## config.mk

```make
export PLATFORM = sky130hd
export DESIGN_NAME = stxp_tx
export DESIGN_NICKNAME = d
export VERILOG_FILES = /design/src/shared/stxp_pkg.sv /design/src/verilog/stxp_tx.sv
export VERILOG_INCLUDE_DIRS = /design/src /design/src/shared
export SDC_FILE = /design/constraint.sdc
export NUM_CORES = 1
export LEC_CHECK = 0
export BUFFER_PORTS_ARGS = -buffer_cell sky130_fd_sc_hd__buf_2
export CAP_MARGIN = 5
export CORE_MARGIN = 2
export CORE_UTILIZATION = 54
export DETAILED_ROUTE_END_ITERATION = 10
export PLACE_DENSITY = 0.79
export REMOVE_ABC_BUFFERS = 1
export SLEW_MARGIN = 10
export SYNTH_ARGS = -nofsm -noshare
export SYNTH_HDL_FRONTEND = slang
export SYNTH_SLANG_ARGS = --single-unit
```

## constraint.sdc

```tcl
create_clock -name i_clk -period 8.5 [get_ports i_clk]
set_clock_uncertainty 0.15 [all_clocks]
set_input_delay 2.125 -clock i_clk [delete_from_list [all_inputs] [get_ports i_clk]]
set_output_delay 2.125 -clock i_clk [all_outputs]
set_load 0.005 [all_outputs]
```

## src/shared/stxp_map.svh

```systemverilog
// offsets, field positions, reset values and timing counts of the transmit coding path
// Behaviour
// RULE1: byte serializer, when on, splits each wide word into two half words on consecutive cycles
// RULE2: byte serializer is needed above the fabric clock limit, otherwise optional by configuration
// RULE3: lower half of the wide word goes out first, upper half next
// RULE4: enabled encoder turns byte plus control flag into 10-bit group with correct disparity
// RULE5: control flag low gives a data group, high gives a special group
// RULE6: sender raises control flag only for valid special characters
// RULE7: during transmit reset encoder ignores inputs and repeats negative-disparity K28.5
// RULE8: after reset release start negative and send three K28.5 before any data
// RULE9: a few undefined words may precede the three commas after reset release
// RULE10: force-disparity input picks disparity from value input, low positive, high negative
// RULE11: polarity inversion flips every bit entering serializer, may change at any time
// RULE12: far receiver tolerates disparity errors caused by toggling polarity inversion
// RULE13: bit reversal rewires serializer input end to end for 8 and 10 bits
// RULE14: input bit-flip reverses bits within each byte before the input buffer
// RULE15: data to serializer is delayed by the bit-slip amount in bit positions
// RULE16: serializer sends bit 0 first and most significant bit last
// RULE17: serializer sends one bit per half-rate clock edge, two per clock
// RULE18: fabric side 8, 10, 16 or 20 bits, internal path 8 or 10 bits
// RULE19: after a forced word running disparity follows the group actually sent
`ifndef STXP_MAP_SVH
`define STXP_MAP_SVH
`define STXP_ADDR_CTRL      8'h00
`define STXP_ADDR_SLIP      8'h04
`define STXP_ADDR_STATUS    8'h08
`define STXP_CTRL_RST       32'h0000_0006
`define STXP_CTRL_BYTESER   0
`define STXP_CTRL_ENC       1
`define STXP_CTRL_WIDTH10   2
`define STXP_CTRL_BITREV    3
`define STXP_CTRL_BITFLIP   4
`define STXP_CTRL_POLINV    5
`define STXP_SLIP_RST       4'h0
`define STXP_K285_NEG       10'h17c
`define STXP_K285_POS       10'h283
`define STXP_K285_BYTE      8'hbc
`define STXP_SYNC_COMMAS    2'h3
`define STXP_LAST_PAIR10    3'h4
`define STXP_LAST_PAIR8     3'h3
`endif

```

## src/shared/stxp_pkg.sv

```systemverilog
// types and shared coding functions of the transmit coding path
package stxp_pkg;
  typedef struct packed {
    logic [19:0] data;
    logic [1:0]  ctrl;
    logic [1:0]  force_disp;
    logic [1:0]  disp_val;
  } stxp_word_s;

  typedef struct packed {
    logic       polinv;
    logic       bitflip;
    logic       bitrev;
    logic       width10;
    logic       enc;
    logic       byteser;
    logic [3:0] slip;
  } stxp_cfg_s;

  typedef struct packed {
    stxp_cfg_s   cfg;
    logic        wr_pend;
    logic [7:0]  wr_addr;
    logic [31:0] rdata;
    logic [2:0]  pair_cnt;
    logic        half;
    logic [1:0]  commas;
    logic        rd;
    logic [9:0]  enc;
    logic [9:0]  prev;
    logic [7:0]  shift;
    logic [1:0]  ser_out;
  } stxp_state_s;

  function automatic logic [7:0] stxp_rev8(input logic [7:0] v);
    logic [7:0] r;
    for (int i = 0; i < 8; i++)
    begin
      r[i] = v[7-i];
    end
    return r;
  endfunction

  function automatic logic [9:0] stxp_rev10(input logic [9:0] v);
    logic [9:0] r;
    for (int i = 0; i < 10; i++)
    begin
      r[i] = v[9-i];
    end
    return r;
  endfunction

  // returns {running disparity after, code group with bit 0 sent first}; rd 1 = positive
  function automatic logic [10:0] stxp_encode(input logic [7:0] d, input logic k, input logic rd);
    logic [5:0] t6;
    logic [3:0] t4;
    logic [4:0] x;
    logic [2:0] y;
    logic       k28;
    logic       unbal6;
    logic       unbal4;
    logic       rd1;
    logic       alt7;
    x = d[4:0];
    y = d[7:5];
    k28 = k && (x == 5'h1c);
    case (x)
      5'h00: t6 = 6'h27;  5'h01: t6 = 6'h1d;  5'h02: t6 = 6'h2d;  5'h03: t6 = 6'h31;
      5'h04: t6 = 6'h35;  5'h05: t6 = 6'h29;  5'h06: t6 = 6'h19;  5'h07: t6 = 6'h38;
      5'h08: t6 = 6'h39;  5'h09: t6 = 6'h25;  5'h0a: t6 = 6'h15;  5'h0b: t6 = 6'h34;
      5'h0c: t6 = 6'h0d;  5'h0d: t6 = 6'h2c;  5'h0e: t6 = 6'h1c;  5'h0f: t6 = 6'h17;
      5'h10: t6 = 6'h1b;  5'h11: t6 = 6'h23;  5'h12: t6 = 6'h13;  5'h13: t6 = 6'h32;
      5'h14: t6 = 6'h0b;  5'h15: t6 = 6'h2a;  5'h16: t6 = 6'h1a;  5'h17: t6 = 6'h3a;
      5'h18: t6 = 6'h33;  5'h19: t6 = 6'h26;  5'h1a: t6 = 6'h16;  5'h1b: t6 = 6'h36;
      5'h1c: t6 = 6'h0e;  5'h1d: t6 = 6'h2e;  5'h1e: t6 = 6'h1e;  default: t6 = 6'h2b;
    endcase
    if (k28)
    begin
      t6 = 6'h0f;
    end
    unbal6 = ($countones(t6) != 3);
    if (rd && (unbal6 || x == 5'h07))
    begin
      t6 = ~t6;
    end
    rd1 = unbal6 ? ~rd : rd;
    alt7 = (y == 3'h7) && (k || (!rd1 && (x == 5'h11 || x == 5'h12 || x == 5'h14)) ||
                           (rd1 && (x == 5'h0b || x == 5'h0d || x == 5'h0e)));
    case (y)
      3'h0: t4 = 4'hb;  3'h1: t4 = 4'h9;  3'h2: t4 = 4'h5;  3'h3: t4 = 4'hc;
      3'h4: t4 = 4'hd;  3'h5: t4 = 4'ha;  3'h6: t4 = 4'h6;  default: t4 = 4'he;
    endcase
    if (alt7)
    begin
      t4 = 4'h7;
    end
    unbal4 = ($countones(t4) != 2);
    if (rd1 && (unbal4 || y == 3'h3))
    begin
      t4 = ~t4;
    end
    // K28 special characters other than K28.3 invert their balanced tail too when the six-bit part left disparity negative
    if (k28 && !rd1 && !unbal4 && y != 3'h3)
    begin
      t4 = ~t4;
    end
    return {unbal4 ? ~rd1 : rd1, stxp_rev10({t6, t4})};
  endfunction
endpackage

```

## src/verilog/stxp_tx.sv

```systemverilog
// transmit coding path: input buffer, byte serializer, encoder, bit stages, serializer
`timescale 1ns/100ps
`include "stxp_map.svh"

module stxp_fifo
  import stxp_pkg::*;
#(
  parameter int WIDTH = 26,
  parameter int DEPTH = 8
)
(
  // clock and reset
  input  wire logic             i_clk,
  input  wire logic             i_reset_n,
  // fill side
  input  wire logic             i_valid,
  output logic                  o_ready,
  input  wire logic [WIDTH-1:0] i_data,
  // drain side
  output logic                  o_valid,
  input  wire logic             i_ready,
  output logic [WIDTH-1:0]      o_data,
  // occupancy
  output logic [$clog2(DEPTH+1)-1:0] o_count
);
  localparam int AW = (DEPTH > 1) ? $clog2(DEPTH) : 1;
  localparam int CW = $clog2(DEPTH + 1);

  typedef struct packed {
    logic [DEPTH-1:0][WIDTH-1:0] mem;
    logic [AW-1:0]               wr_ptr;
    logic [AW-1:0]               rd_ptr;
    logic [CW-1:0]               count;
  } stxp_fifo_state_s;

  stxp_fifo_state_s s;
  stxp_fifo_state_s next_s;
  logic             push;
  logic             pop;

  function automatic logic [AW-1:0] stxp_ptr_inc(input logic [AW-1:0] p);
    return (p == AW'(DEPTH - 1)) ? '0 : AW'(p + 1'b1);
  endfunction

  assign o_ready = (s.count != CW'(DEPTH));
  assign o_valid = (s.count != '0);
  assign o_data  = s.mem[s.rd_ptr];
  assign o_count = s.count;
  assign push    = i_valid && o_ready;
  assign pop     = o_valid && i_ready;

  always_comb
  begin
    next_s = s;
    if (push)
    begin
      next_s.mem[s.wr_ptr] = i_data;
      next_s.wr_ptr = stxp_ptr_inc(s.wr_ptr);
    end
    if (pop)
    begin
      next_s.rd_ptr = stxp_ptr_inc(s.rd_ptr);
    end
    next_s.count = CW'(s.count + CW'(push) - CW'(pop));
  end

  always_ff @(posedge i_clk)
  begin
    if (!i_reset_n)
    begin
      s <= '0;
    end
    else
    begin
      s <= next_s;
    end
  end
endmodule

module stxp_tx
  import stxp_pkg::*;
#(
  parameter int FIFO_DEPTH = 8
)
(
  // clock and reset
  input  wire logic        i_clk,
  input  wire logic        i_reset_n,
  // transmit digital reset, active high level
  input  wire logic        i_tx_digital_reset,
  // ahb-lite register slave
  input  wire logic        i_hsel,
  input  wire logic [31:0] i_haddr,
  input  wire logic [1:0]  i_htrans,
  input  wire logic        i_hwrite,
  input  wire logic [2:0]  i_hsize,
  input  wire logic [31:0] i_hwdata,
  input  wire logic        i_hready,
  output logic [31:0]      o_hrdata,
  output logic             o_hreadyout,
  output logic             o_hresp,
  // fabric parallel words
  input  wire logic        i_valid,
  output logic             o_ready,
  input  stxp_word_s       i_word,
  // serial bits, [0] on the rising half, [1] on the falling half
  output logic [1:0]       o_ser_bits,
  output logic             o_word_start
);
  localparam int WW = $bits(stxp_word_s);
  localparam int CW = $clog2(FIFO_DEPTH + 1);

  stxp_state_s s;
  stxp_state_s next_s;
  stxp_word_s  push_word;
  stxp_word_s  head;
  logic        head_valid;
  logic        pop;
  logic [CW-1:0] fifo_count;
  logic        pclk_en;
  logic        wide;
  logic        split8;
  logic        avail;
  logic        use_hi;
  logic [9:0]  sym;
  logic        sym_k;
  logic        sym_force;
  logic        sym_dispval;
  logic        rd_use;
  logic [10:0] coded;
  logic [9:0]  pol_w;
  logic [9:0]  rev_w;
  logic [9:0]  load_w;
  logic [3:0]  slip_n;
  logic        addr_ok;

  // byte-level flip happens before buffering so the buffer holds what will be sent
  always_comb
  begin
    push_word = i_word;
    if (s.cfg.bitflip)
    begin
      push_word.data = {i_word.data[19:16], stxp_rev8(i_word.data[15:8]),
                        stxp_rev8(i_word.data[7:0])};  // [RULE14]
    end
  end

  stxp_fifo #(
    .WIDTH (WW),
    .DEPTH (FIFO_DEPTH)
  ) u_fifo (
    .i_clk     (i_clk),
    .i_reset_n (i_reset_n),
    .i_valid   (i_valid),
    .o_ready   (o_ready),
    .i_data    (push_word),
    .o_valid   (head_valid),
    .i_ready   (pop),
    .o_data    (head),
    .o_count   (fifo_count)
  );

  // internal word is ten bits whenever the encoder runs [RULE18]
  assign wide    = s.cfg.width10 || s.cfg.enc;
  assign split8  = s.cfg.enc || !s.cfg.width10;
  assign pclk_en = (s.pair_cnt == (wide ? `STXP_LAST_PAIR10 : `STXP_LAST_PAIR8));
  assign avail   = head_valid && !i_tx_digital_reset && (s.commas == 2'h0);
  assign use_hi  = s.cfg.byteser && s.half;
  // the wide word leaves the buffer only once its upper half is taken [RULE1] [RULE2]
  assign pop     = pclk_en && avail && (!s.cfg.byteser || s.half);

  // lower half first, upper half on the next parallel cycle [RULE3]
  always_comb
  begin
    if (split8)
    begin
      sym = use_hi ? {2'h0, head.data[15:8]} : {2'h0, head.data[7:0]};
    end
    else
    begin
      sym = use_hi ? head.data[19:10] : head.data[9:0];
    end
    sym_k       = head.ctrl[use_hi];
    sym_force   = head.force_disp[use_hi];
    sym_dispval = head.disp_val[use_hi];
  end

  // dispval low forces positive, high negative [RULE10]
  assign rd_use = (avail && sym_force) ? ~sym_dispval : s.rd;
  // control flag picks the special table; with the encoder on, idle time is filled with commas [RULE4] [RULE5]
  assign coded  = avail ? stxp_encode(sym[7:0], sym_k, rd_use)
                        : stxp_encode(`STXP_K285_BYTE, 1'b1, s.rd);

  // polarity, reversal and slip stages in front of the serializer
  always_comb
  begin
    pol_w = s.cfg.polinv ? ~s.enc : s.enc;  // [RULE11]
    if (!wide)
    begin
      pol_w[9:8] = 2'h0;
    end
    if (!s.cfg.bitrev)
    begin
      rev_w = pol_w;
    end
    else if (wide)
    begin
      rev_w = stxp_rev10(pol_w);  // [RULE13]
    end
    else
    begin
      rev_w = {2'h0, stxp_rev8(pol_w[7:0])};  // [RULE13]
    end
    // older bits fill the low end, so the stream is late by slip_n bits [RULE15]
    if (wide)
    begin
      slip_n = (s.cfg.slip > 4'h9) ? 4'h9 : s.cfg.slip;
      load_w = 10'({rev_w, s.prev} >> (5'd10 - 5'(slip_n)));
    end
    else
    begin
      slip_n = (s.cfg.slip > 4'h7) ? 4'h7 : s.cfg.slip;
      load_w = {2'h0, 8'({rev_w[7:0], s.prev[7:0]} >> (5'd8 - 5'(slip_n)))};
    end
  end

  assign addr_ok = i_hsel && i_htrans[1] && i_hready;

  always_comb
  begin
    next_s = s;
    // register writes land in the data phase; unmapped writes fall away
    next_s.wr_pend = addr_ok && i_hwrite;
    if (addr_ok)
    begin
      next_s.wr_addr = i_haddr[7:0];
    end
    if (s.wr_pend && s.wr_addr == `STXP_ADDR_CTRL)
    begin
      next_s.cfg.byteser = i_hwdata[`STXP_CTRL_BYTESER];
      next_s.cfg.enc     = i_hwdata[`STXP_CTRL_ENC];
      next_s.cfg.width10 = i_hwdata[`STXP_CTRL_WIDTH10];
      next_s.cfg.bitrev  = i_hwdata[`STXP_CTRL_BITREV];
      next_s.cfg.bitflip = i_hwdata[`STXP_CTRL_BITFLIP];
      next_s.cfg.polinv  = i_hwdata[`STXP_CTRL_POLINV];
    end
    if (s.wr_pend && s.wr_addr == `STXP_ADDR_SLIP)
    begin
      next_s.cfg.slip = i_hwdata[3:0];
    end
    next_s.rdata = 32'h0;
    if (addr_ok && !i_hwrite)
    begin
      case (i_haddr[7:0])
        `STXP_ADDR_CTRL:
        begin
          next_s.rdata[`STXP_CTRL_BYTESER] = s.cfg.byteser;
          next_s.rdata[`STXP_CTRL_ENC]     = s.cfg.enc;
          next_s.rdata[`STXP_CTRL_WIDTH10] = s.cfg.width10;
          next_s.rdata[`STXP_CTRL_BITREV]  = s.cfg.bitrev;
          next_s.rdata[`STXP_CTRL_BITFLIP] = s.cfg.bitflip;
          next_s.rdata[`STXP_CTRL_POLINV]  = s.cfg.polinv;
        end
        `STXP_ADDR_SLIP:   next_s.rdata[3:0] = s.cfg.slip;
        `STXP_ADDR_STATUS: next_s.rdata[7:0] = {4'(fifo_count), 1'b0, s.half, s.commas != 2'h0, s.rd};
        default:           next_s.rdata = 32'h0;
      endcase
    end

    // divider: one parallel word per four or five clocks of two bits each
    next_s.pair_cnt = pclk_en ? 3'h0 : 3'(s.pair_cnt + 3'h1);
    if (s.pair_cnt > `STXP_LAST_PAIR10)
    begin
      next_s.pair_cnt = 3'h0;
    end
    if (!s.cfg.byteser)
    begin
      next_s.half = 1'b0;
    end

    if (pclk_en)
    begin
      if (i_tx_digital_reset)
      begin
        // inputs ignored, negative comma repeated [RULE7]
        next_s.enc    = `STXP_K285_NEG;
        next_s.rd     = 1'b0;
        next_s.commas = `STXP_SYNC_COMMAS;
        next_s.half   = 1'b0;
      end
      else if (s.commas != 2'h0)
      begin
        // three sync commas from negative disparity, words already in the pipe go first [RULE8] [RULE9]
        next_s.enc    = coded[9:0];
        next_s.rd     = coded[10];
        next_s.commas = 2'(s.commas - 2'h1);
      end
      else
      begin
        if (!s.cfg.enc)
        begin
          next_s.enc = avail ? (wide ? sym : {2'h0, sym[7:0]}) : 10'h0;
        end
        else
        begin
          next_s.enc = coded[9:0];
          next_s.rd  = coded[10];  // [RULE19]
        end
        if (avail && s.cfg.byteser)
        begin
          next_s.half = ~s.half;
        end
      end
      next_s.prev    = rev_w;
      // bit 0 leaves first, top bit last [RULE16]
      next_s.ser_out = load_w[1:0];
      next_s.shift   = load_w[9:2];
    end
    else
    begin
      next_s.ser_out = s.shift[1:0];  // [RULE17]
      next_s.shift   = {2'h0, s.shift[7:2]};
    end
  end

  always_ff @(posedge i_clk)
  begin
    if (!i_reset_n)
    begin
      s         <= '0;
      s.cfg     <= stxp_cfg_s'({6'(`STXP_CTRL_RST), `STXP_SLIP_RST});
      s.commas  <= `STXP_SYNC_COMMAS;
      s.enc     <= `STXP_K285_NEG;
    end
    else
    begin
      s <= next_s;
    end
  end

  assign o_hrdata     = s.rdata;
  assign o_hreadyout  = 1'b1;
  assign o_hresp      = 1'b0;
  assign o_ser_bits   = s.ser_out;
  assign o_word_start = (s.pair_cnt == 3'h0);

  a_reset_comma: assert property (@(posedge i_clk) disable iff (!i_reset_n)  // [RULE7]
    (pclk_en && i_tx_digital_reset) |=> (s.enc == `STXP_K285_NEG) && !s.rd && (s.commas == 2'h3))
    else $error("encoder did not hold negative comma in reset");

  a_sync_commas: assert property (@(posedge i_clk) disable iff (!i_reset_n)  // [RULE8]
    (pclk_en && !i_tx_digital_reset && s.commas == 2'h3 && !s.rd)
      |=> (s.enc == `STXP_K285_NEG) && s.rd && (s.commas == 2'h2) && !$past(pop))
    else $error("first sync comma not negative");

  a_second_comma: assert property (@(posedge i_clk) disable iff (!i_reset_n)  // [RULE8]
    (pclk_en && !i_tx_digital_reset && s.commas == 2'h2 && s.rd)
      |=> (s.enc == `STXP_K285_POS) && !s.rd && (s.commas == 2'h1))
    else $error("second sync comma not positive");

  a_byteser_halves: assert property (@(posedge i_clk) disable iff (!i_reset_n)  // [RULE3]
    (pclk_en && avail && s.cfg.byteser && !s.half && !i_tx_digital_reset)
      |-> !pop && (sym[7:0] == head.data[7:0]) ##1 s.half)
    else $error("byte serializer did not take lower half first");

  a_force_disp: assert property (@(posedge i_clk) disable iff (!i_reset_n)  // [RULE10]
    (pclk_en && avail && s.cfg.enc && sym_force)
      |=> {s.rd, s.enc} == $past(stxp_encode(sym[7:0], sym_k, ~sym_dispval)))
    else $error("forced disparity not applied");

  a_rd_follows: assert property (@(posedge i_clk) disable iff (!i_reset_n)  // [RULE19]
    (pclk_en && avail && s.cfg.enc && sym_force)
      |=> (s.rd != $past(rd_use)) == ($countones(s.enc) != 5))
    else $error("running disparity not taken from sent group");

  a_polarity_load: assert property (@(posedge i_clk) disable iff (!i_reset_n)  // [RULE11]
    (pclk_en && wide && !s.cfg.bitrev && s.cfg.slip == 4'h0)
      |=> {s.shift, s.ser_out} == ($past(s.cfg.polinv) ? ~$past(s.enc) : $past(s.enc)))
    else $error("polarity stage wrong");

  a_bit_reverse: assert property (@(posedge i_clk) disable iff (!i_reset_n)  // [RULE13]
    (pclk_en && wide && s.cfg.bitrev && !s.cfg.polinv && s.cfg.slip == 4'h0)
      |=> s.ser_out[0] == $past(s.enc[9]) && s.shift[7] == $past(s.enc[0]))
    else $error("bit reversal wrong");

  a_slip_one: assert property (@(posedge i_clk) disable iff (!i_reset_n)  // [RULE15]
    (pclk_en && wide && s.cfg.slip == 4'h1 && !s.cfg.bitrev && !s.cfg.polinv)
      |=> s.ser_out[0] == $past(s.prev[9]) && {s.shift, s.ser_out[1]} == $past(s.enc[8:0]))
    else $error("bit slip of one wrong");

  a_serial_order: assert property (@(posedge i_clk) disable iff (!i_reset_n)  // [RULE16]
    (pclk_en && wide) |=> (o_ser_bits == $past(load_w[1:0])) ##1 (o_ser_bits == $past(load_w[3:2], 2))
      ##1 (o_ser_bits == $past(load_w[5:4], 3)))
    else $error("serial order not lsb first");
endmodule

```

**Yosys cells after proc, flatten, opt, wreduce, memory -nomap -nowiden**

Memories as Yosys holds them, arrays and structs flattened.
Index checks and enable logic that the tools add are counted.

- Memories: 1
- Logic and storage cells: 201
- Output and inout port bits: 38
- Bits in read-only memories: 192
- Register bits: 306

- Add/subtract/negate cells: 16
- $lt $le $gt $ge: 7
- Mux-type cells: 51
- Equal/unequal tests: 25
- Shifts and indexed selects: 2
- Reduce and logical (&&, ||, !) cells: 57
- Bitwise logic cells: 10

Memories:

| memory | words | width | read ports | clocked after Yosys merged registers in | wr ports | line | source |
|---|---|---|---|---|---|---|---|
| (no name shown) | 32 | 6 | 1 | 0 | 0 | stxp_pkg.sv:67 | `case (x)` |

Operators by type and width:

| kind | number |
|---|---|
| bitwise mux 208 bit | 1 |
| two-way mux 10 bit | 8 |
| binary-select mux 26 bit (select 3 bit) | 1 |
| demux 26 bit (select 3 bit) | 1 |
| two-way mux 26 bit | 2 |
| one-hot mux 4 bit (7 select lines) | 1 |
| logical AND 1 bit | 25 |
| two-way mux 24 bit | 1 |
| two-way mux 4 bit | 6 |
| two-way mux 8 bit | 3 |
| two-way mux 11 bit | 2 |
| == test 5 bit, second input constant | 4 |
| >> shifter 20 x 5 -> 10 bit | 1 |
| == test 3 bit, second input constant | 6 |
| two-way mux 6 bit | 3 |
| == test 8 x 3 -> 1 bit, second input constant | 2 |
| logical NOT 8 bit | 2 |
| two-way mux 16 bit | 1 |
| >> shifter 16 x 5 -> 8 bit | 1 |
| == test 5 x 4 -> 1 bit, second input constant | 3 |
| two-way mux 14 bit | 1 |
| two-way mux 1 bit | 13 |
| one-hot mux 4 bit (3 select lines) | 1 |
| logical OR 1 bit | 11 |
| 38 further kinds | 68 |

**Longest topological paths before layout**

- Depth in word-level cells: 31
- Gate-level depth with buffers: 33
- Mapped depth without buffers: 28

**Cells and area by module**

From an unflattened synthesis, not the netlist that was laid out.

- Cell total of the unflattened synthesis: 1,707
- Area, all modules: 16,409.5 um^2

By module, submodules not included:

| module | instances | cells each | sequential area each (um^2) | area an instance (um^2) |
|---|---|---|---|---|
| stxp_fifo | 1 | 874 | 4,364.2 | 9,693.0 |
| stxp_tx | 1 | 833 | 1,281.2 | 6,716.4 |

**Least setup slack after synthesis**

No wires, ideal clock.

- Path type: register to register
- Start point: register u_fifo.s[4] in the netlist's numbering
- End point: register s[29] in the netlist's numbering
- Path buffers: 5
- Library setup time: 0.120 ns
- Stages on the path, launching flop included: 33
- Data required time: 8.230 ns
- Setup slack: 0.631 ns
- Arrival time: 7.599 ns
- Cell sequence: dfxtp_1 > buf_4 > buf_4 > buf_4 > buf_4 > mux4_2 > nand2_1 > a21oi_1 > a21oi_1 > ha_1 > clkbuf_1 > nand2b_1 > a21oi_1 > a31oi_1 > a21oi_1 > fa_1 > fa_1 > inv_1 > ha_1 > inv_1 > fa_1 > nand3b_1 > xnor2_2 > mux2i_1 > nand3_1 > fa_1 > ha_1 > ha_1 > nor3b_1 > o2111a_1 > mux2i_1 > o211a_1 > o31a_1

- Word-level cells in the longest chain between the ends: 30
- Elaborated cells on any way between the ends: 73
- Classes of those cells: add/sub (8); eq/ne (17); mux (24); bitwise (4); reduce/logical (19); memory (1)

Ends and longest elaborated chain:

| what | line | source |
|---|---|---|
| start, declared | stxp_tx.sv:36 | `stxp_fifo_state_s s;` |
| start signal, assigned | stxp_tx.sv:75 | `s <= next_s;` |
| binary-select mux 26 bit (select 3 bit) * | stxp_tx.sv:47 | `assign o_data = s.mem[s.rd_ptr];` |
| two-way mux 26 bit (implied by the code) * | stxp_tx.sv:47 |  |
| parallel branches: the longest is 26 deep, another holds memory (32 x 6 bit) | - |  |
| two-way mux 11 bit * | stxp_tx.sv:291 | `else if (s.commas != 2'h0)` |
| two-way mux 14 bit * | stxp_tx.sv:283 | `if (i_tx_digital_reset)` |
| end signal, assigned | stxp_tx.sv:337 | `s <= next_s;` |
| end, declared | stxp_tx.sv:113 | `stxp_state_s s;` |

Every way passes the cells marked *. The select of a mux whose other input is x is not followed.
A chain may end at the register's enable or synchronous reset.

**Worst setup path in the final report**

- Start point: register u_fifo.s[5] in the netlist's numbering
- End point: register s[29] in the netlist's numbering

Same word-level chain as after synthesis.

==> impl_summary.txt <==
----------------------------------------------------
[Timing]
  Max-slew headroom at the worst pin ... 19.6%
  Post-route setup TNS ... 0 ns
  Setup Viol. Count Final ... 0
  Transition time of the tightest slew-check pin ... 1.20 ns
  RSZ-0062 raised after global routing ... no
  Max frequency ... around 130 MHz
  Final clock period utilization by the worst path ... a little over nine tenths
  Crit path time final ... 8.00 ns
  Max-slew violation total from the final report ... 0
  Worst Hold Margin ... ~0.30 ns
  Final count of hold timing violations ... 0

[Layout]
  Final design utilization ... between 50% and 60%
  Area grow syn2layout ... 8.74%
  Area of the multi-input gates ... 8440 µm²
  FF/Latch Area ... 5650 µm²
  Post-layout nets ... 1800
  Inserted Diodes ... 0
  Layout cells sized above 1 ... between 10% and 20%
  Fillcell total ... between 2000 and 2500

[GRT]
  Grt ovf ... 0
  Global-route wire length before repair ... roughly 59000 µm
  Pin count of the biggest net entering global routing ... 105
  Number of global-route vias before repair ... approximately 12000
  Number of antenna violations at the first check in global routing ... 0
  Total routing usage reported by global routing ... 25.2%

[Clock network]
  Clk_lat worst skew ... around 0.58 ns
  Clk slew on worst S/H paths ... ~0.06 ns
  TritonCTS sink count ... ~280
  TritonCTS clock tree ... built
  Postcts setup bufs ... 0
  Clock buffer depth ... 3
  Total CTS buffers ... 30
  Max H-tree Level ... 1
  Clk root buf ... clkbuf_16

[Worst hold path]
  Type of the most critical hold path ... flip-flop to flip-flop

[Critical path]
  Crit-path max cell delay ... about 0.55 ns
  Cell type group with the largest total delay on the critical path ... adder cells
  Worst setup endpoint ... s[29]
  Reg2reg end ... s[29]
  FF-to-FF setup slack ... between 0.5 and 0.6 ns
  Arrival time reported for the critical path endpoint ... approximately 8.3 ns
  Cell type of the slowest stage on the worst timing path ... fa_1
  Startpoint of the most critical register-to-register path ... u_fifo.s[5]
  Worst setup startpoint ... u_fifo.s[5]
  Crit. End Element ... flip-flop
  CP dominant cell by count ... fa_1
  Required time at the worst-slack endpoint ... 8.80 ns
  Critical path buffers and inverters ... 5
  Reg2Reg Depth ... 27
  Critical path fanouts, max ... 18
  Crit. path cell count ... 27
  Crit Path Class ... flip-flop to flip-flop
  Worst Setup Start Kind ... flip-flop

[Logic synthesis]
  FF+latch count, synth ... ~280
  Async SR Flop Fraction ... 0%
  Syn Inst Count ... around 1700
  Avg Synthesized Cell Area ... between 8 and 9 µm²
  Prevailing post-synth register cell ... dfxtp_1
  Sequential cell area fraction in the yosys report ... 38.0%
  Number of enable flip-flop cells after synthesis ... 0
  Synthesized cell area ... 14900 µm²
  Yosys warning total ... 0
  Synth cell types ... 73

[Routing]
  Count of vias placed by the detailed router ... between 10000 and 15000
  Vias per Instance ... between 6 and 7
  DRC violation count after routing ... 0
  Iteration count of the initial detailed-routing pass ... 5
  Violation count after the first detailed-routing iteration ... approximately 1100
  Remaining antenna violation count ... 0
  Wire per inst ... ~18 µm
  Sum of routed wire length over all layers ... roughly 37000 µm

[Placed design]
  Final Wtd Congestion ... around 0.9
  HPWL after DPL ... 24200 µm
  PortBufs ... 59

[Run]
  Max-capacitance violation count ... 0

[Floorplan]
  Core outline area ... about 27000 µm²
  Die Ht ... 170 µm
  Standard-cell row count ... 60
  Initial core utilization ... 55.0%
  Number of ports placed on the die boundary ... 140
  Floorplan die area ... just under 30000 µm²
  Die X-Extent ... 170 µm

[Pwr]
  Power density of the placed cells ... 218 nW/µm²
  Design Power ... between 3 and 4 mW
  Leakage power ... approximately 5.8 nW
  Peak supply drop ... approximately 180 µV

[Status]
  Status ... finished, final reports clean

----------------------------------------------------
how the worst min path moves through the flow:
stage / startpoint / to / slack, ns / cells after the start
global route: u_fifo.s[64] / u_fifo.s[64] / 0.32 / 2
global placement: s[2] / o_ser_bits[0] / 0.28 / 2
CTS: s[72] / s[72] / 0.30 / 2
detailed placement: s[2] / o_ser_bits[0] / 0.29 / 2
floorplan: s[2] / o_ser_bits[0] / 0.26 / 2
finish: u_fifo.s[170] / u_fifo.s[170] / 0.30 / 2
synthesized netlist by cell type (all sizes together), types with 12 or more instances:
| cell | count | area (µm²) |
|---|---|---|
| dfxtp | 282 | 5650 |
| a21oi | 147 | 739 |
| a211oi | 139 | 1040 |
| mux2i | 80 | 813 |
| inv | 27 | 101 |
| a31oi | 16 | 100 |
| clkbuf | 111 | 430 |
| nor2 | 213 | 802 |
| nand2 | 270 | 1010 |
| nor3 | 16 | 80.1 |
| o21ai | 31 | 155 |
| xor2 | 15 | 131 |
| nand3 | 15 | 75.1 |
| o22ai | 14 | 93.8 |
| xnor2 | 12 | 113 |
| mux4 | 67 | 1520 |
| ha | 25 | 313 |
| nand2b | 14 | 87.6 |
| buf | 60 | 425 |
where the power goes:
group          switching, mW  internal [mW]  leakage [nW]
clock                  0.544          0.784         0.500
combinational          0.448          0.338          2.97
sequential            0.0381           1.38          2.28
cells in the final DEF (no fill, tap or decap), drive strengths merged, types with 26 or more instances in the layout:
cell,n
clkbuf,46
a211oi,139
nand2,270
nor2,213
conb,26
mux4,67
dfxtp,282
o21ai,31
buf,88
mux2i,80
inv,27
a21oi,147
stage by stage:
stage,std cells,setup WS [ns],cell area [µm²]
floorplan,1548,-0.259,14100
global placement,1977,0.402,15100
detailed placement,1977,0.243,15100
CTS,2033,0.217,16100
global route,2033,0.000483,16200
finish,2033,0.501,16200
final cells by class:
cell class	instances	share of cell area, %
clock buffer	46	5.51
inverter	28	0.681
tap	341	2.64
clock inverter	10	0.812
sequential	282	34.9
timing repair buffer	88	3.25
multi-input combinational	1238	52.2
state kept, by name, indices dropped and copies added (netlist names):
register        cells
o_ser_bits          2
o_hrdata            8
u_fifo.o_count      4
s                  54
u_fifo.s          214
metal layers:
layer	part of all wire, %	global-route usage (%)	vias up
met3	7.3	3.72	89
met5	0	0	-
met2	47	42.6	481
met4	3.2	7.95	0
met1	43	33.4	5825
li1	-	-	5939
cell families (layout without fill, tap and decap cells):
logic type / count (synthesis) / in the layout / share of synthesized area (%)
simple gates: 586 / 586 / 16.5
other cells: 2 / 26 / 0.0505
compound gates: 410 / 410 / 18.0
mux: 158 / 158 / 16.5
buf+inv: 199 / 172 / 6.46
fa+ha+maj: 31 / 31 / 2.84
flops: 282 / 282 / 38.0
xor+xnor: 27 / 27 / 1.64
timing repair:
item | CTS | global route
hold buffers | 0 | 0
hold endpoints to repair | 0 | 0
endpoints found under the setup margin | 0 | 4
resized for setup | 0 | 6
worst min-delay path, delay by kind of cell (launching register included):
family	cells	cell delay [ns]
flops	1	0.31
compound gates	1	0.05
simple gates	1	0.05
Power figures use the tool's default switching activity.
